$ cat config.mk
export PLATFORM = sky130hd
export DESIGN_NAME = dbwu_top
export DESIGN_NICKNAME = d
export VERILOG_FILES = /design/src/core/dbwu_pkg.sv /design/src/core/dbwu_match.sv /design/src/core/dbwu_top.sv
export VERILOG_INCLUDE_DIRS = /design/src /design/src/core
export SDC_FILE = /design/constraint.sdc
export NUM_CORES = 2
export LEC_CHECK = 0
export BUFFER_PORTS_ARGS = -buffer_cell sky130_fd_sc_hd__buf_2
export CAP_MARGIN = 20
export CORE_ASPECT_RATIO = 2
export CORE_UTILIZATION = 48
export CTS_BUF_LIST = sky130_fd_sc_hd__clkbuf_4
export DETAILED_ROUTE_END_ITERATION = 10
export PLACE_DENSITY_LB_ADDON = 0.25
export SYNTH_ARGS = -nofsm -noshare
export SYNTH_HDL_FRONTEND = slang
export SYNTH_SLANG_ARGS = --single-unit
$ cat constraint.sdc
create_clock -name sys_clk -period 11.4 [get_ports sys_clk]
set_input_delay 1.14 -clock sys_clk [delete_from_list [all_inputs] [get_ports sys_clk]]
set_output_delay 1.14 -clock sys_clk [all_outputs]
set_load 0.1 [all_outputs]
$ cat src/core/dbwu_consts.svh
// Register indices, field positions and reset values of the debug watch unit
`ifndef DBWU_CONSTS_SVH
`define DBWU_CONSTS_SVH
`define DBWU_IDX_TYPE    8'h15
`define DBWU_IDX_DATA    8'h16
`define DBWU_IDX_RUN     8'h18
`define DBWU_IDX_SCR     8'h20
`define DBWU_IDX_IBA     8'h30
`define DBWU_IDX_IBC     8'h40
`define DBWU_IDX_DWA1    8'h50
`define DBWU_IDX_DWA2    8'h60
`define DBWU_IDX_DWC     8'h70
`define DBWU_IDX_RWM     8'h80
`define DBWU_IDX_RWV     8'h90
`define DBWU_IDX_RWC     8'h9C
`define DBWU_EN_BIT      0
`define DBWU_SENSE_BIT   1
`define DBWU_LOAD_BIT    2
`define DBWU_THR_LSB     16
`define DBWU_UNIT_LSB    16
`define DBWU_TNUM_LSB    8
`define DBWU_IBC_MASK    32'h00FF0003
`define DBWU_DWC_MASK    32'h00FF0007
`define DBWU_RWC_MASK    32'h00FF0003
`define DBWU_RUN_MASK    32'h000000FF
`define DBWU_TYPE_MASK   32'h0003FF07
`define DBWU_CTRL_RST    32'h00000000
`define DBWU_WORD_RST    32'h00000000
`endif

$ cat src/core/dbwu_pkg.sv
// Types shared by the debug watch unit modules
package dbwu_pkg;
  typedef enum logic [2:0] {
    DBWU_CAUSE_NONE = 3'h0,
    DBWU_CAUSE_HOST = 3'h1,
    DBWU_CAUSE_CALL = 3'h2,
    DBWU_CAUSE_IBRK = 3'h3,
    DBWU_CAUSE_DWAT = 3'h4,
    DBWU_CAUSE_RWAT = 3'h5
  } dbwu_cause_e;
  typedef enum logic [0:0] {
    DBWU_ST_RUN   = 1'b0,
    DBWU_ST_DEBUG = 1'b1
  } dbwu_state_e;
  typedef struct packed {
    logic        wr;
    logic        rd;
    logic [9:0]  addr;
    logic [31:0] wdata;
  } dbwu_bus_s;
  typedef struct packed {
    logic        valid;
    logic [2:0]  thread;
    logic [31:0] pc;
  } dbwu_fetch_s;
  typedef struct packed {
    logic        valid;
    logic [2:0]  thread;
    logic        is_load;
    logic [31:0] addr;
  } dbwu_mem_s;
  typedef struct packed {
    logic        valid;
    logic [2:0]  thread;
    logic [31:0] id;
  } dbwu_res_s;
endpackage

$ cat src/core/dbwu_match.sv
// Compare logic of one breakpoint, one data and one resource watchpoint
`include "dbwu_consts.svh"
module dbwu_match import dbwu_pkg::*; (
  input  wire logic [31:0] ib_ctrl,
  input  wire logic [31:0] ib_addr,
  input  wire logic [31:0] dw_ctrl,
  input  wire logic [31:0] dw_addr1,
  input  wire logic [31:0] dw_addr2,
  input  wire logic [31:0] rw_ctrl,
  input  wire logic [31:0] rw_mask,
  input  wire logic [31:0] rw_value,
  input  wire dbwu_fetch_s fetch,
  input  wire dbwu_mem_s   mem,
  input  wire dbwu_res_s   res,
  output logic             ib_hit,
  output logic             dw_hit,
  output logic             rw_hit
);
  logic dw_a;
  logic dw_b;
  logic dw_kind;
  logic rw_a;

  always_comb begin
    ib_hit = fetch.valid && ib_ctrl[`DBWU_EN_BIT]
          && ib_ctrl[`DBWU_THR_LSB + fetch.thread]
          && ((fetch.pc != ib_addr) == ib_ctrl[`DBWU_SENSE_BIT]);
  end

  always_comb begin
    dw_a    = mem.addr == dw_addr1;
    dw_b    = mem.addr == dw_addr2;
    dw_kind = mem.is_load == dw_ctrl[`DBWU_LOAD_BIT];
    dw_hit  = mem.valid && dw_ctrl[`DBWU_EN_BIT] && dw_kind
           && dw_ctrl[`DBWU_THR_LSB + mem.thread]
           && (dw_ctrl[`DBWU_SENSE_BIT] ? (dw_a || dw_b) : (dw_a && dw_b));
  end

  always_comb begin
    rw_a   = (res.id & rw_mask) == (rw_value & rw_mask);
    rw_hit = res.valid && rw_ctrl[`DBWU_EN_BIT]
          && rw_ctrl[`DBWU_THR_LSB + res.thread]
          && (rw_ctrl[`DBWU_SENSE_BIT] ? !rw_a : rw_a);
  end
endmodule

$ cat src/core/dbwu_top.sv
// Debug breakpoint and watchpoint unit of one processor tile
// Function
// - data watchpoint hit loads event data with the effective address
// - resource watchpoint hit loads event data with the resource identifier
// - eight-bit run-stop mask stops flagged cores outside debug mode
// - after debug return, flagged cores stay stopped for single stepping
// - eight scratch words shared with the tile configuration path
// - enabled instruction breakpoint match by permitted core raises debug interrupt
// - four instruction breakpoints, each with address and control register
// - control bits 23:16 enable each unit per thread
// - instruction control bit 1 selects break on equal or unequal
// - control bit 0 enables a unit; control bits reset to zero
// - first compare address per data watchpoint
// - second compare address per data watchpoint
// - control register per data watchpoint
// - data control bit 2 makes the watchpoint trigger on loads
// - data control bit 1 combines conditions by AND or OR
// - mask word per resource watchpoint
// - compare value per resource watchpoint
// - control register per resource watchpoint
// - resource control bit 1 picks condition A or B
// - record cause code 1 to 5 on each debug interrupt
// - record lowest triggering unit number in two bits
// - record triggering core number in three bits
`include "dbwu_consts.svh"
module dbwu_top import dbwu_pkg::*; (
  input  wire logic        sys_clk,
  input  wire logic        sys_rst,
  input  wire dbwu_bus_s   bus,
  output logic [31:0]      bus_rdata,
  input  wire dbwu_fetch_s fetch,
  input  wire dbwu_mem_s   mem,
  input  wire dbwu_res_s   res,
  input  wire logic        host_dbg_req,
  input  wire logic        call_req,
  input  wire logic [2:0]  call_thread,
  input  wire logic        dbg_return,
  input  wire logic        cfg_scr_wr,
  input  wire logic [2:0]  cfg_scr_idx,
  input  wire logic [31:0] cfg_scr_wdata,
  output logic [31:0]      cfg_scr_rdata,
  output logic             debug_irq,
  output logic             in_debug,
  output logic [7:0]       core_stop
);
  ////////////////////////////////////////////////////////////////////////////
  logic [31:0] ib_addr_r  [4];
  logic [31:0] ib_ctrl_r  [4];
  logic [31:0] dw_addr1_r [4];
  logic [31:0] dw_addr2_r [4];
  logic [31:0] dw_ctrl_r  [4];
  logic [31:0] rw_mask_r  [4];
  logic [31:0] rw_value_r [4];
  logic [31:0] rw_ctrl_r  [4];
  logic [31:0] scratch    [8];
  logic [31:0] run_mask_r;
  logic [31:0] type_r;
  logic [31:0] data_r;
  logic        irq_r;
  dbwu_state_e state_r;
  dbwu_state_e state_nxt;
  logic [3:0]  ib_hit;
  logic [3:0]  dw_hit;
  logic [3:0]  rw_hit;
  logic [7:0]  idx;
  logic        fire;
  dbwu_cause_e cause;
  logic [1:0]  unit;
  logic [2:0]  thread;
  logic [31:0] ev_data;
  logic [31:0] rd_mux;

  function automatic logic [1:0] lowest(input logic [3:0] hits);
    logic [1:0] n;
    n = 2'h0;
    for (int i = 3; i >= 0; i--) begin
      if (hits[i]) begin
        n = 2'(i);
      end
    end
    return n;
  endfunction

  function automatic logic in_bank(input logic [7:0] a, input logic [7:0] base);
    return a[7:2] == base[7:2];
  endfunction

  assign idx = bus.addr[9:2];

  ////////////////////////////////////////////////////////////////////////////
  // Per-unit comparators
  for (genvar g = 0; g < 4; g++) begin : g_unit
    dbwu_match u_match (
      .ib_ctrl  (ib_ctrl_r[g]),
      .ib_addr  (ib_addr_r[g]),
      .dw_ctrl  (dw_ctrl_r[g]),
      .dw_addr1 (dw_addr1_r[g]),
      .dw_addr2 (dw_addr2_r[g]),
      .rw_ctrl  (rw_ctrl_r[g]),
      .rw_mask  (rw_mask_r[g]),
      .rw_value (rw_value_r[g]),
      .fetch    (fetch),
      .mem      (mem),
      .res      (res),
      .ib_hit   (ib_hit[g]),
      .dw_hit   (dw_hit[g]),
      .rw_hit   (rw_hit[g])
    );
  end

  ////////////////////////////////////////////////////////////////////////////
  // Event arbitration: host, call, breakpoint, data, resource
  always_comb begin
    cause   = DBWU_CAUSE_NONE;
    unit    = 2'h0;
    thread  = 3'h0;
    ev_data = data_r;
    if (host_dbg_req) begin
      cause = DBWU_CAUSE_HOST;
    end else if (call_req) begin
      cause  = DBWU_CAUSE_CALL;
      thread = call_thread;
    end else if (|ib_hit) begin
      cause  = DBWU_CAUSE_IBRK;
      unit   = lowest(ib_hit);
      thread = fetch.thread;
    end else if (|dw_hit) begin
      cause   = DBWU_CAUSE_DWAT;
      unit    = lowest(dw_hit);
      thread  = mem.thread;
      ev_data = mem.addr;
    end else if (|rw_hit) begin
      cause   = DBWU_CAUSE_RWAT;
      unit    = lowest(rw_hit);
      thread  = res.thread;
      ev_data = res.id;
    end
    fire = (state_r == DBWU_ST_RUN) && (cause != DBWU_CAUSE_NONE);
  end

  ////////////////////////////////////////////////////////////////////////////
  // Debug mode state
  always_comb begin
    case (state_r)
      DBWU_ST_RUN:   state_nxt = fire ? DBWU_ST_DEBUG : DBWU_ST_RUN;
      DBWU_ST_DEBUG: state_nxt = dbg_return ? DBWU_ST_RUN : DBWU_ST_DEBUG;
      default:       state_nxt = DBWU_ST_RUN;
    endcase
  end

  always_ff @(posedge sys_clk) begin
    if (sys_rst) begin
      state_r <= DBWU_ST_RUN;
      irq_r   <= 1'b0;
    end else begin
      state_r <= state_nxt;
      irq_r   <= fire;
    end
  end

  assign debug_irq = irq_r;
  assign in_debug  = state_r == DBWU_ST_DEBUG;
  assign core_stop = in_debug ? 8'h00 : run_mask_r[7:0];

  ////////////////////////////////////////////////////////////////////////////
  // Event record; hardware capture wins over a software write
  always_ff @(posedge sys_clk) begin
    if (sys_rst) begin
      type_r <= `DBWU_WORD_RST;
      data_r <= `DBWU_WORD_RST;
    end else if (fire) begin
      type_r <= {14'h0000, unit, 5'h00, thread, 5'h00, cause};
      data_r <= ev_data;
    end else if (bus.wr) begin
      if (idx == `DBWU_IDX_TYPE) begin
        type_r <= bus.wdata & `DBWU_TYPE_MASK;
      end
      if (idx == `DBWU_IDX_DATA) begin
        data_r <= bus.wdata;
      end
    end
  end

  ////////////////////////////////////////////////////////////////////////////
  // Run-stop mask
  always_ff @(posedge sys_clk) begin
    if (sys_rst) begin
      run_mask_r <= `DBWU_CTRL_RST;
    end else if (bus.wr && idx == `DBWU_IDX_RUN) begin
      run_mask_r <= bus.wdata & `DBWU_RUN_MASK;
    end
  end

  ////////////////////////////////////////////////////////////////////////////
  // Scratch words, one array for both paths; the register bus wins a clash
  always_ff @(posedge sys_clk) begin
    if (bus.wr && in_bank(idx, `DBWU_IDX_SCR) && idx[2] == 1'b0) begin
      scratch[idx[2:0]] <= bus.wdata;
    end else if (bus.wr && idx[7:3] == 5'h04) begin
      scratch[idx[2:0]] <= bus.wdata;
    end else if (cfg_scr_wr) begin
      scratch[cfg_scr_idx] <= cfg_scr_wdata;
    end
  end

  always_ff @(posedge sys_clk) begin
    cfg_scr_rdata <= scratch[cfg_scr_idx];
  end

  ////////////////////////////////////////////////////////////////////////////
  // Breakpoint and watchpoint registers
  always_ff @(posedge sys_clk) begin
    if (sys_rst) begin
      for (int i = 0; i < 4; i++) begin
        ib_addr_r[i]  <= `DBWU_WORD_RST;
        ib_ctrl_r[i]  <= `DBWU_CTRL_RST;
        dw_addr1_r[i] <= `DBWU_WORD_RST;
        dw_addr2_r[i] <= `DBWU_WORD_RST;
        dw_ctrl_r[i]  <= `DBWU_CTRL_RST;
        rw_mask_r[i]  <= `DBWU_WORD_RST;
        rw_value_r[i] <= `DBWU_WORD_RST;
        rw_ctrl_r[i]  <= `DBWU_CTRL_RST;
      end
    end else if (bus.wr) begin
      if (in_bank(idx, `DBWU_IDX_IBA)) begin
        ib_addr_r[idx[1:0]] <= bus.wdata;
      end
      if (in_bank(idx, `DBWU_IDX_IBC)) begin
        ib_ctrl_r[idx[1:0]] <= bus.wdata & `DBWU_IBC_MASK;
      end
      if (in_bank(idx, `DBWU_IDX_DWA1)) begin
        dw_addr1_r[idx[1:0]] <= bus.wdata;
      end
      if (in_bank(idx, `DBWU_IDX_DWA2)) begin
        dw_addr2_r[idx[1:0]] <= bus.wdata;
      end
      if (in_bank(idx, `DBWU_IDX_DWC)) begin
        dw_ctrl_r[idx[1:0]] <= bus.wdata & `DBWU_DWC_MASK;
      end
      if (in_bank(idx, `DBWU_IDX_RWM)) begin
        rw_mask_r[idx[1:0]] <= bus.wdata;
      end
      if (in_bank(idx, `DBWU_IDX_RWV)) begin
        rw_value_r[idx[1:0]] <= bus.wdata;
      end
      if (in_bank(idx, `DBWU_IDX_RWC)) begin
        rw_ctrl_r[idx[1:0]] <= bus.wdata & `DBWU_RWC_MASK;
      end
    end
  end

  ////////////////////////////////////////////////////////////////////////////
  // Read path; unmapped indices read zero
  always_comb begin
    rd_mux = 32'h00000000;
    if (idx == `DBWU_IDX_TYPE) begin
      rd_mux = type_r;
    end else if (idx == `DBWU_IDX_DATA) begin
      rd_mux = data_r;
    end else if (idx == `DBWU_IDX_RUN) begin
      rd_mux = run_mask_r;
    end else if (idx[7:3] == 5'h04) begin
      rd_mux = scratch[idx[2:0]];
    end else if (in_bank(idx, `DBWU_IDX_IBA)) begin
      rd_mux = ib_addr_r[idx[1:0]];
    end else if (in_bank(idx, `DBWU_IDX_IBC)) begin
      rd_mux = ib_ctrl_r[idx[1:0]];
    end else if (in_bank(idx, `DBWU_IDX_DWA1)) begin
      rd_mux = dw_addr1_r[idx[1:0]];
    end else if (in_bank(idx, `DBWU_IDX_DWA2)) begin
      rd_mux = dw_addr2_r[idx[1:0]];
    end else if (in_bank(idx, `DBWU_IDX_DWC)) begin
      rd_mux = dw_ctrl_r[idx[1:0]];
    end else if (in_bank(idx, `DBWU_IDX_RWM)) begin
      rd_mux = rw_mask_r[idx[1:0]];
    end else if (in_bank(idx, `DBWU_IDX_RWV)) begin
      rd_mux = rw_value_r[idx[1:0]];
    end else if (in_bank(idx, `DBWU_IDX_RWC)) begin
      rd_mux = rw_ctrl_r[idx[1:0]];
    end
  end

  always_ff @(posedge sys_clk) begin
    if (sys_rst) begin
      bus_rdata <= 32'h00000000;
    end else begin
      bus_rdata <= bus.rd ? rd_mux : 32'h00000000;
    end
  end

  logic quiet;
  assign quiet = !host_dbg_req && !call_req;
endmodule

==> Implementation_results.wiki <==
{| class="wikitable"
! Metric !! Value
|-
| Via/cell ratio || 6.603
|-
| Clock slew at reported path FFs || 0.08 ns
|-
| Crit path DAT || 6.75 ns
|-
| Combined area of all synthesized cells || 0.05823 mm²
|-
| Final total negative setup slack || 0 ns
|-
| Count of port buffers added during placement || 268
|-
| Synth async-reset ratio || 0%
|-
| Clk_lat worst skew || 1.37 ns
|-
| Number of enable flip-flop cells after synthesis || 1,020
|-
| Routability Congestion || 1.040
|-
| Top-level I/O count || 271
|-
| Final worst path period share || 49.51%
|-
| Synthesized area per cell || 13.44 µm²
|-
| Launch point of the critical path || dw_addr1_r[3][7]
|-
| Number of buffers inserted to repair setup after CTS || 0
|-
| Placement Rows || 180
|-
| Most frequent standard cell in the layout excluding fill and tap cells || sky130_fd_sc_hd__edfxtp_1
|-
| Total number of vias || 42,020
|-
| Crit-path slowest cell || sky130_fd_sc_hd__xnor2_1
|-
| Switching power || 2.784 mW
|-
| Post-cts resize count || 0
|-
| Cell-internal power || 6.742 mW
|-
| Worst slew margin || 11.60%
|-
| HPWL after detailed placement || 162,500 µm
|-
| Capture point of the critical path || type_r[8]
|-
| Switching share of power || 29.23%
|-
| Share of total power in the clock network || 34.1%
|-
| Post-synth top area share || 52.60%
|-
| Fraction of layout instances using a drive strength above 1 || 26.66%
|-
| Remaining number of nets flagged by the antenna check after routing || 0
|-
| Critical Path Start Type || flop
|-
| Detail-routed net length per standard cell || 37.43 µm
|-
| Maximum number of pins on one net before global-route repair || 98
|-
| CP peak stage delay || 0.74 ns
|-
| WP buf/inv || 1
|-
| Power density over cell area || 148.9 mW/mm²
|-
| Mapped Nets || 4,530
|-
| Unique masters post-synth || 72
|-
| Ys flop type || sky130_fd_sc_hd__edfxtp_1
|-
| Count of routing violations after the opening detailed-route iteration || 5,714
|-
| Shortest clock period the worst path allows after layout || 5.644 ns
|-
| Total number of nets in the final design || 4,792
|-
| Die outline height || 494.6 µm
|-
| Startpoint of the lowest-slack register-to-register path || dw_addr1_r[3][7]
|-
| Clk root buf || sky130_fd_sc_hd__clkbuf_4
|-
| Commonest cells after routing, fill and taps aside || 1,020 x sky130_fd_sc_hd__edfxtp_1, 463 x sky130_fd_sc_hd__nor2_1, 448 x sky130_fd_sc_hd__xor2_1, 387 x sky130_fd_sc_hd__clkbuf_4, 341 x sky130_fd_sc_hd__mux4_2
|-
| Horiz. Die Dim || 248.3 µm
|-
| Count of final setup violators || 0
|-
| Nature of the critical path endpoint || flop
|-
| Setup slack of the worst register-to-register path || 5.76 ns
|-
| Slew of the pin with the lowest slew margin || 1.326 ns
|-
| Number of max-cap violations || 0
|-
| Required time reported for the critical path endpoint || 12.51 ns
|-
| Largest cells by area after synthesis || sky130_fd_sc_hd__edfxtp_1 53%, sky130_fd_sc_hd__mux4_2 13%, sky130_fd_sc_hd__xor2_1 6.7%
|-
| Highest Clock Rate || 177.2 MHz
|-
| Floorplan Core Area || 0.1203 mm²
|-
| Number of register bits inferred by synthesis || 1,139
|-
| Largest delay contributor family on the critical path || simple AND/OR/NAND/NOR gates
|-
| Placed insts || 5,856
|-
| Syn Inst Count || 4,333
|-
| Final routed DRC violation total || 0
|-
| Library cell occupying the most area in the post-synthesis netlist || sky130_fd_sc_hd__edfxtp_1
|-
| Largest clock skew in the final design || 0.1242 ns
|-
| Status || completed
|-
| Hold crit path type || primary input to flop
|-
| First-pass GRT wire length || 321,900 µm
|-
| Clock tree from TritonCTS || yes
|-
| RSZ-0062 raised after global routing || false
|-
| Vias in the first global route || 41,290
|-
| Number of buffers inserted during clock tree synthesis || 275
|-
| Sequential share of power || 51.2%
|-
| Initial DRT Pass Iterations || 7
|-
| Count of endpoints failing hold in the final timing report || 0
|-
| Cts-stage hold buffer count || 0
|-
| Sum of overflow across all layers after global routing || 0
|-
| Number of cells on the critical path || 10
|-
| H-tree levels || 5
|-
| Portion of total power attributed to combinational logic || 14.6%
|-
| Final instance count without filler cells || 6,363
|-
| Number of warnings reported in the yosys synthesis log || 0
|-
| Clock sink count || 1,139
|-
| R2R cell count || 10
|-
| Maximum root-to-sink buffer count || 4
|-
| Antenna violations before repair || 55
|-
| End of the worst register-to-register path || type_r[8]
|-
| Worst IR drop on VDD || 94.41 µV
|-
| Worst-path maximum fanout || 42
|-
| Effective utilization at floorplan || 48.42%
|-
| Area enclosed by the die boundary || 0.1228 mm²
|-
| Hold Path Cell Cnt || 4
|-
| Area growth, synth to finish || 9.873%
|-
| Drt total wl || 238,200 µm
|-
| Pleak || 23.74 nW
|-
| Chain of cells forming the critical path || xnor2_1, nand4_1, nor4_1, a21oi_1, a2111o_1, and4_4, a41oi_4, buf_4, or2_0, o221ai_1
|-
| Kind of critical path || flop to flop
|-
| Sequential element share of the synthesized area || 56.69%
|-
| Final Max Tran Viols || 0
|-
| Combined global-route utilization of all metal layers || 39.21%
|}
## sequential cells by signal (all words and copies together) (netlist names)
signal and cells:
run_mask_r 8, type_r 13, ib_addr_r 128, dw_ctrl_r 44, ib_ctrl_r 40, in_debug 1, rw_mask_r 128, cfg_scr_rdata 32
bus_rdata 32, dw_addr1_r 128, rw_ctrl_r 40, scratch 256, debug_irq 1, rw_value_r 128, dw_addr2_r 128, data_r 32
## worst reg2reg max path: stages (launching register included)
cell and delay [ns]:
sky130_fd_sc_hd__edfxtp_1 0.41, sky130_fd_sc_hd__xnor2_1 0.74, sky130_fd_sc_hd__nand4_1 0.55, sky130_fd_sc_hd__nor4_1 0.74
sky130_fd_sc_hd__a21oi_1 0.16, sky130_fd_sc_hd__a2111o_1 0.72, sky130_fd_sc_hd__and4_4 0.33, sky130_fd_sc_hd__a41oi_4 0.18
sky130_fd_sc_hd__buf_4 0.74, sky130_fd_sc_hd__or2_0 0.65, sky130_fd_sc_hd__o221ai_1 0.22
## per-stage QoR
| stage | hold slack (ns) | total power, mW | util [%] | worst slack, ns | cell area (µm²) |
|---|---|---|---|---|---|
| after floorplan | 0.4316 | 5.731 | - | 5.709 | 58230 |
| after global placement | 0.4421 | 6.277 | 50.39 | 5.524 | 60610 |
| after detailed placement | 0.4483 | 6.294 | 50.40 | 5.498 | 60610 |
| after CTS | 0.04165 | 9.464 | 53.04 | 6.419 | 63780 |
| after global routing | 0.09728 | 9.734 | 53.13 | 5.736 | 63900 |
| final | 0.08330 | 9.525 | 53.20 | 5.756 | 63980 |
## worst min-delay path by stage
stage                        startpoint       endpoint
after CTS                    dbg_return       in_debug
after floorplan               type_r[0]   bus_rdata[0]
after global routing         dbg_return       in_debug
after global placement       type_r[15]     type_r[15]
after detailed placement  run_mask_r[2]  run_mask_r[2]
final                        dbg_return       in_debug
## power groups by stage
| stage | sequential, mW | clock, mW | combinational (mW) |
|---|---|---|---|
| after floorplan | 5.03 | 0 | 0.700 |
| after global placement | 4.96 | 0 | 1.32 |
| after detailed placement | 4.97 | 0 | 1.32 |
| after CTS | 4.88 | 3.26 | 1.33 |
| after global routing | 4.90 | 3.43 | 1.41 |
| final | 4.88 | 3.25 | 1.39 |
## cell usage after synthesis (4+ instances only)
| library cell | count |
|---|---|
| sky130_fd_sc_hd__edfxtp_1 | 1020 |
| sky130_fd_sc_hd__nor2_1 | 482 |
| sky130_fd_sc_hd__xor2_1 | 448 |
| sky130_fd_sc_hd__nand2_1 | 344 |
| sky130_fd_sc_hd__mux4_2 | 341 |
| sky130_fd_sc_hd__clkbuf_1 | 206 |
| sky130_fd_sc_hd__and3_1 | 204 |
| sky130_fd_sc_hd__inv_1 | 134 |
| sky130_fd_sc_hd__dfxtp_1 | 119 |
| sky130_fd_sc_hd__a22oi_1 | 111 |
| sky130_fd_sc_hd__nor4_1 | 88 |
| sky130_fd_sc_hd__mux2_2 | 77 |
| sky130_fd_sc_hd__buf_2 | 73 |
| sky130_fd_sc_hd__and2_1 | 70 |
| sky130_fd_sc_hd__mux2i_1 | 69 |
| sky130_fd_sc_hd__xnor2_1 | 68 |
| sky130_fd_sc_hd__nand4_1 | 67 |
| sky130_fd_sc_hd__buf_1 | 52 |
| sky130_fd_sc_hd__a21oi_1 | 50 |
| sky130_fd_sc_hd__mux2_4 | 31 |
| sky130_fd_sc_hd__nand3_1 | 31 |
| sky130_fd_sc_hd__buf_6 | 28 |
| sky130_fd_sc_hd__o21ai_0 | 22 |
| sky130_fd_sc_hd__a221oi_1 | 18 |
| sky130_fd_sc_hd__a22o_1 | 14 |
| sky130_fd_sc_hd__o22ai_1 | 14 |
| sky130_fd_sc_hd__a222oi_1 | 13 |
| sky130_fd_sc_hd__a31oi_1 | 12 |
| sky130_fd_sc_hd__buf_4 | 12 |
| sky130_fd_sc_hd__mux2_1 | 10 |
| sky130_fd_sc_hd__nor2b_1 | 10 |
| sky130_fd_sc_hd__nor3_1 | 9 |
| sky130_fd_sc_hd__nor3b_1 | 7 |
| sky130_fd_sc_hd__o211ai_1 | 7 |
| sky130_fd_sc_hd__o21bai_1 | 7 |
| sky130_fd_sc_hd__a221o_1 | 4 |
| sky130_fd_sc_hd__and4_1 | 4 |
| sky130_fd_sc_hd__nand2b_1 | 4 |
| sky130_fd_sc_hd__o2111ai_1 | 4 |
| sky130_fd_sc_hd__o221ai_1 | 4 |
## logic make-up (layout without fill, tap and decap cells)
group / count (synthesis) / count (layout) / synth area share (%)
xor gates and xnor gates: 517 / 517 / 7.789
AOI/OAI and AO/OA: 298 / 298 / 3.739
and+or+nand+nor: 1337 / 1337 / 10.89
other: 0 / 45 / 0
muxes: 529 / 529 / 16.90
buffers and inverters: 513 / 951 / 3.997
DFF: 1139 / 1139 / 56.69
## metal layers
metal | track usage (%) | share of wire (%)
met2 | 61.42 | 47
met5 | 0 | 0.11
met3 | 11.03 | 11
met1 | 42.75 | 31
met4 | 35.86 | 11
## area by class of cell
type / instances / area (µm²)
Fill cell: 10340 / 56290
Multi-Input combinational cell: 2681 / 23150
Timing Repair Buffer: 361 / 2085
Antenna cell: 45 / 112.6
Tap cell: 1547 / 1936
Clock inverter: 66 / 265.3
Clock buffer: 387 / 2905
Inverter: 137 / 514.2
Sequential cell: 1139 / 33010
Power figures use the tool's default switching activity.
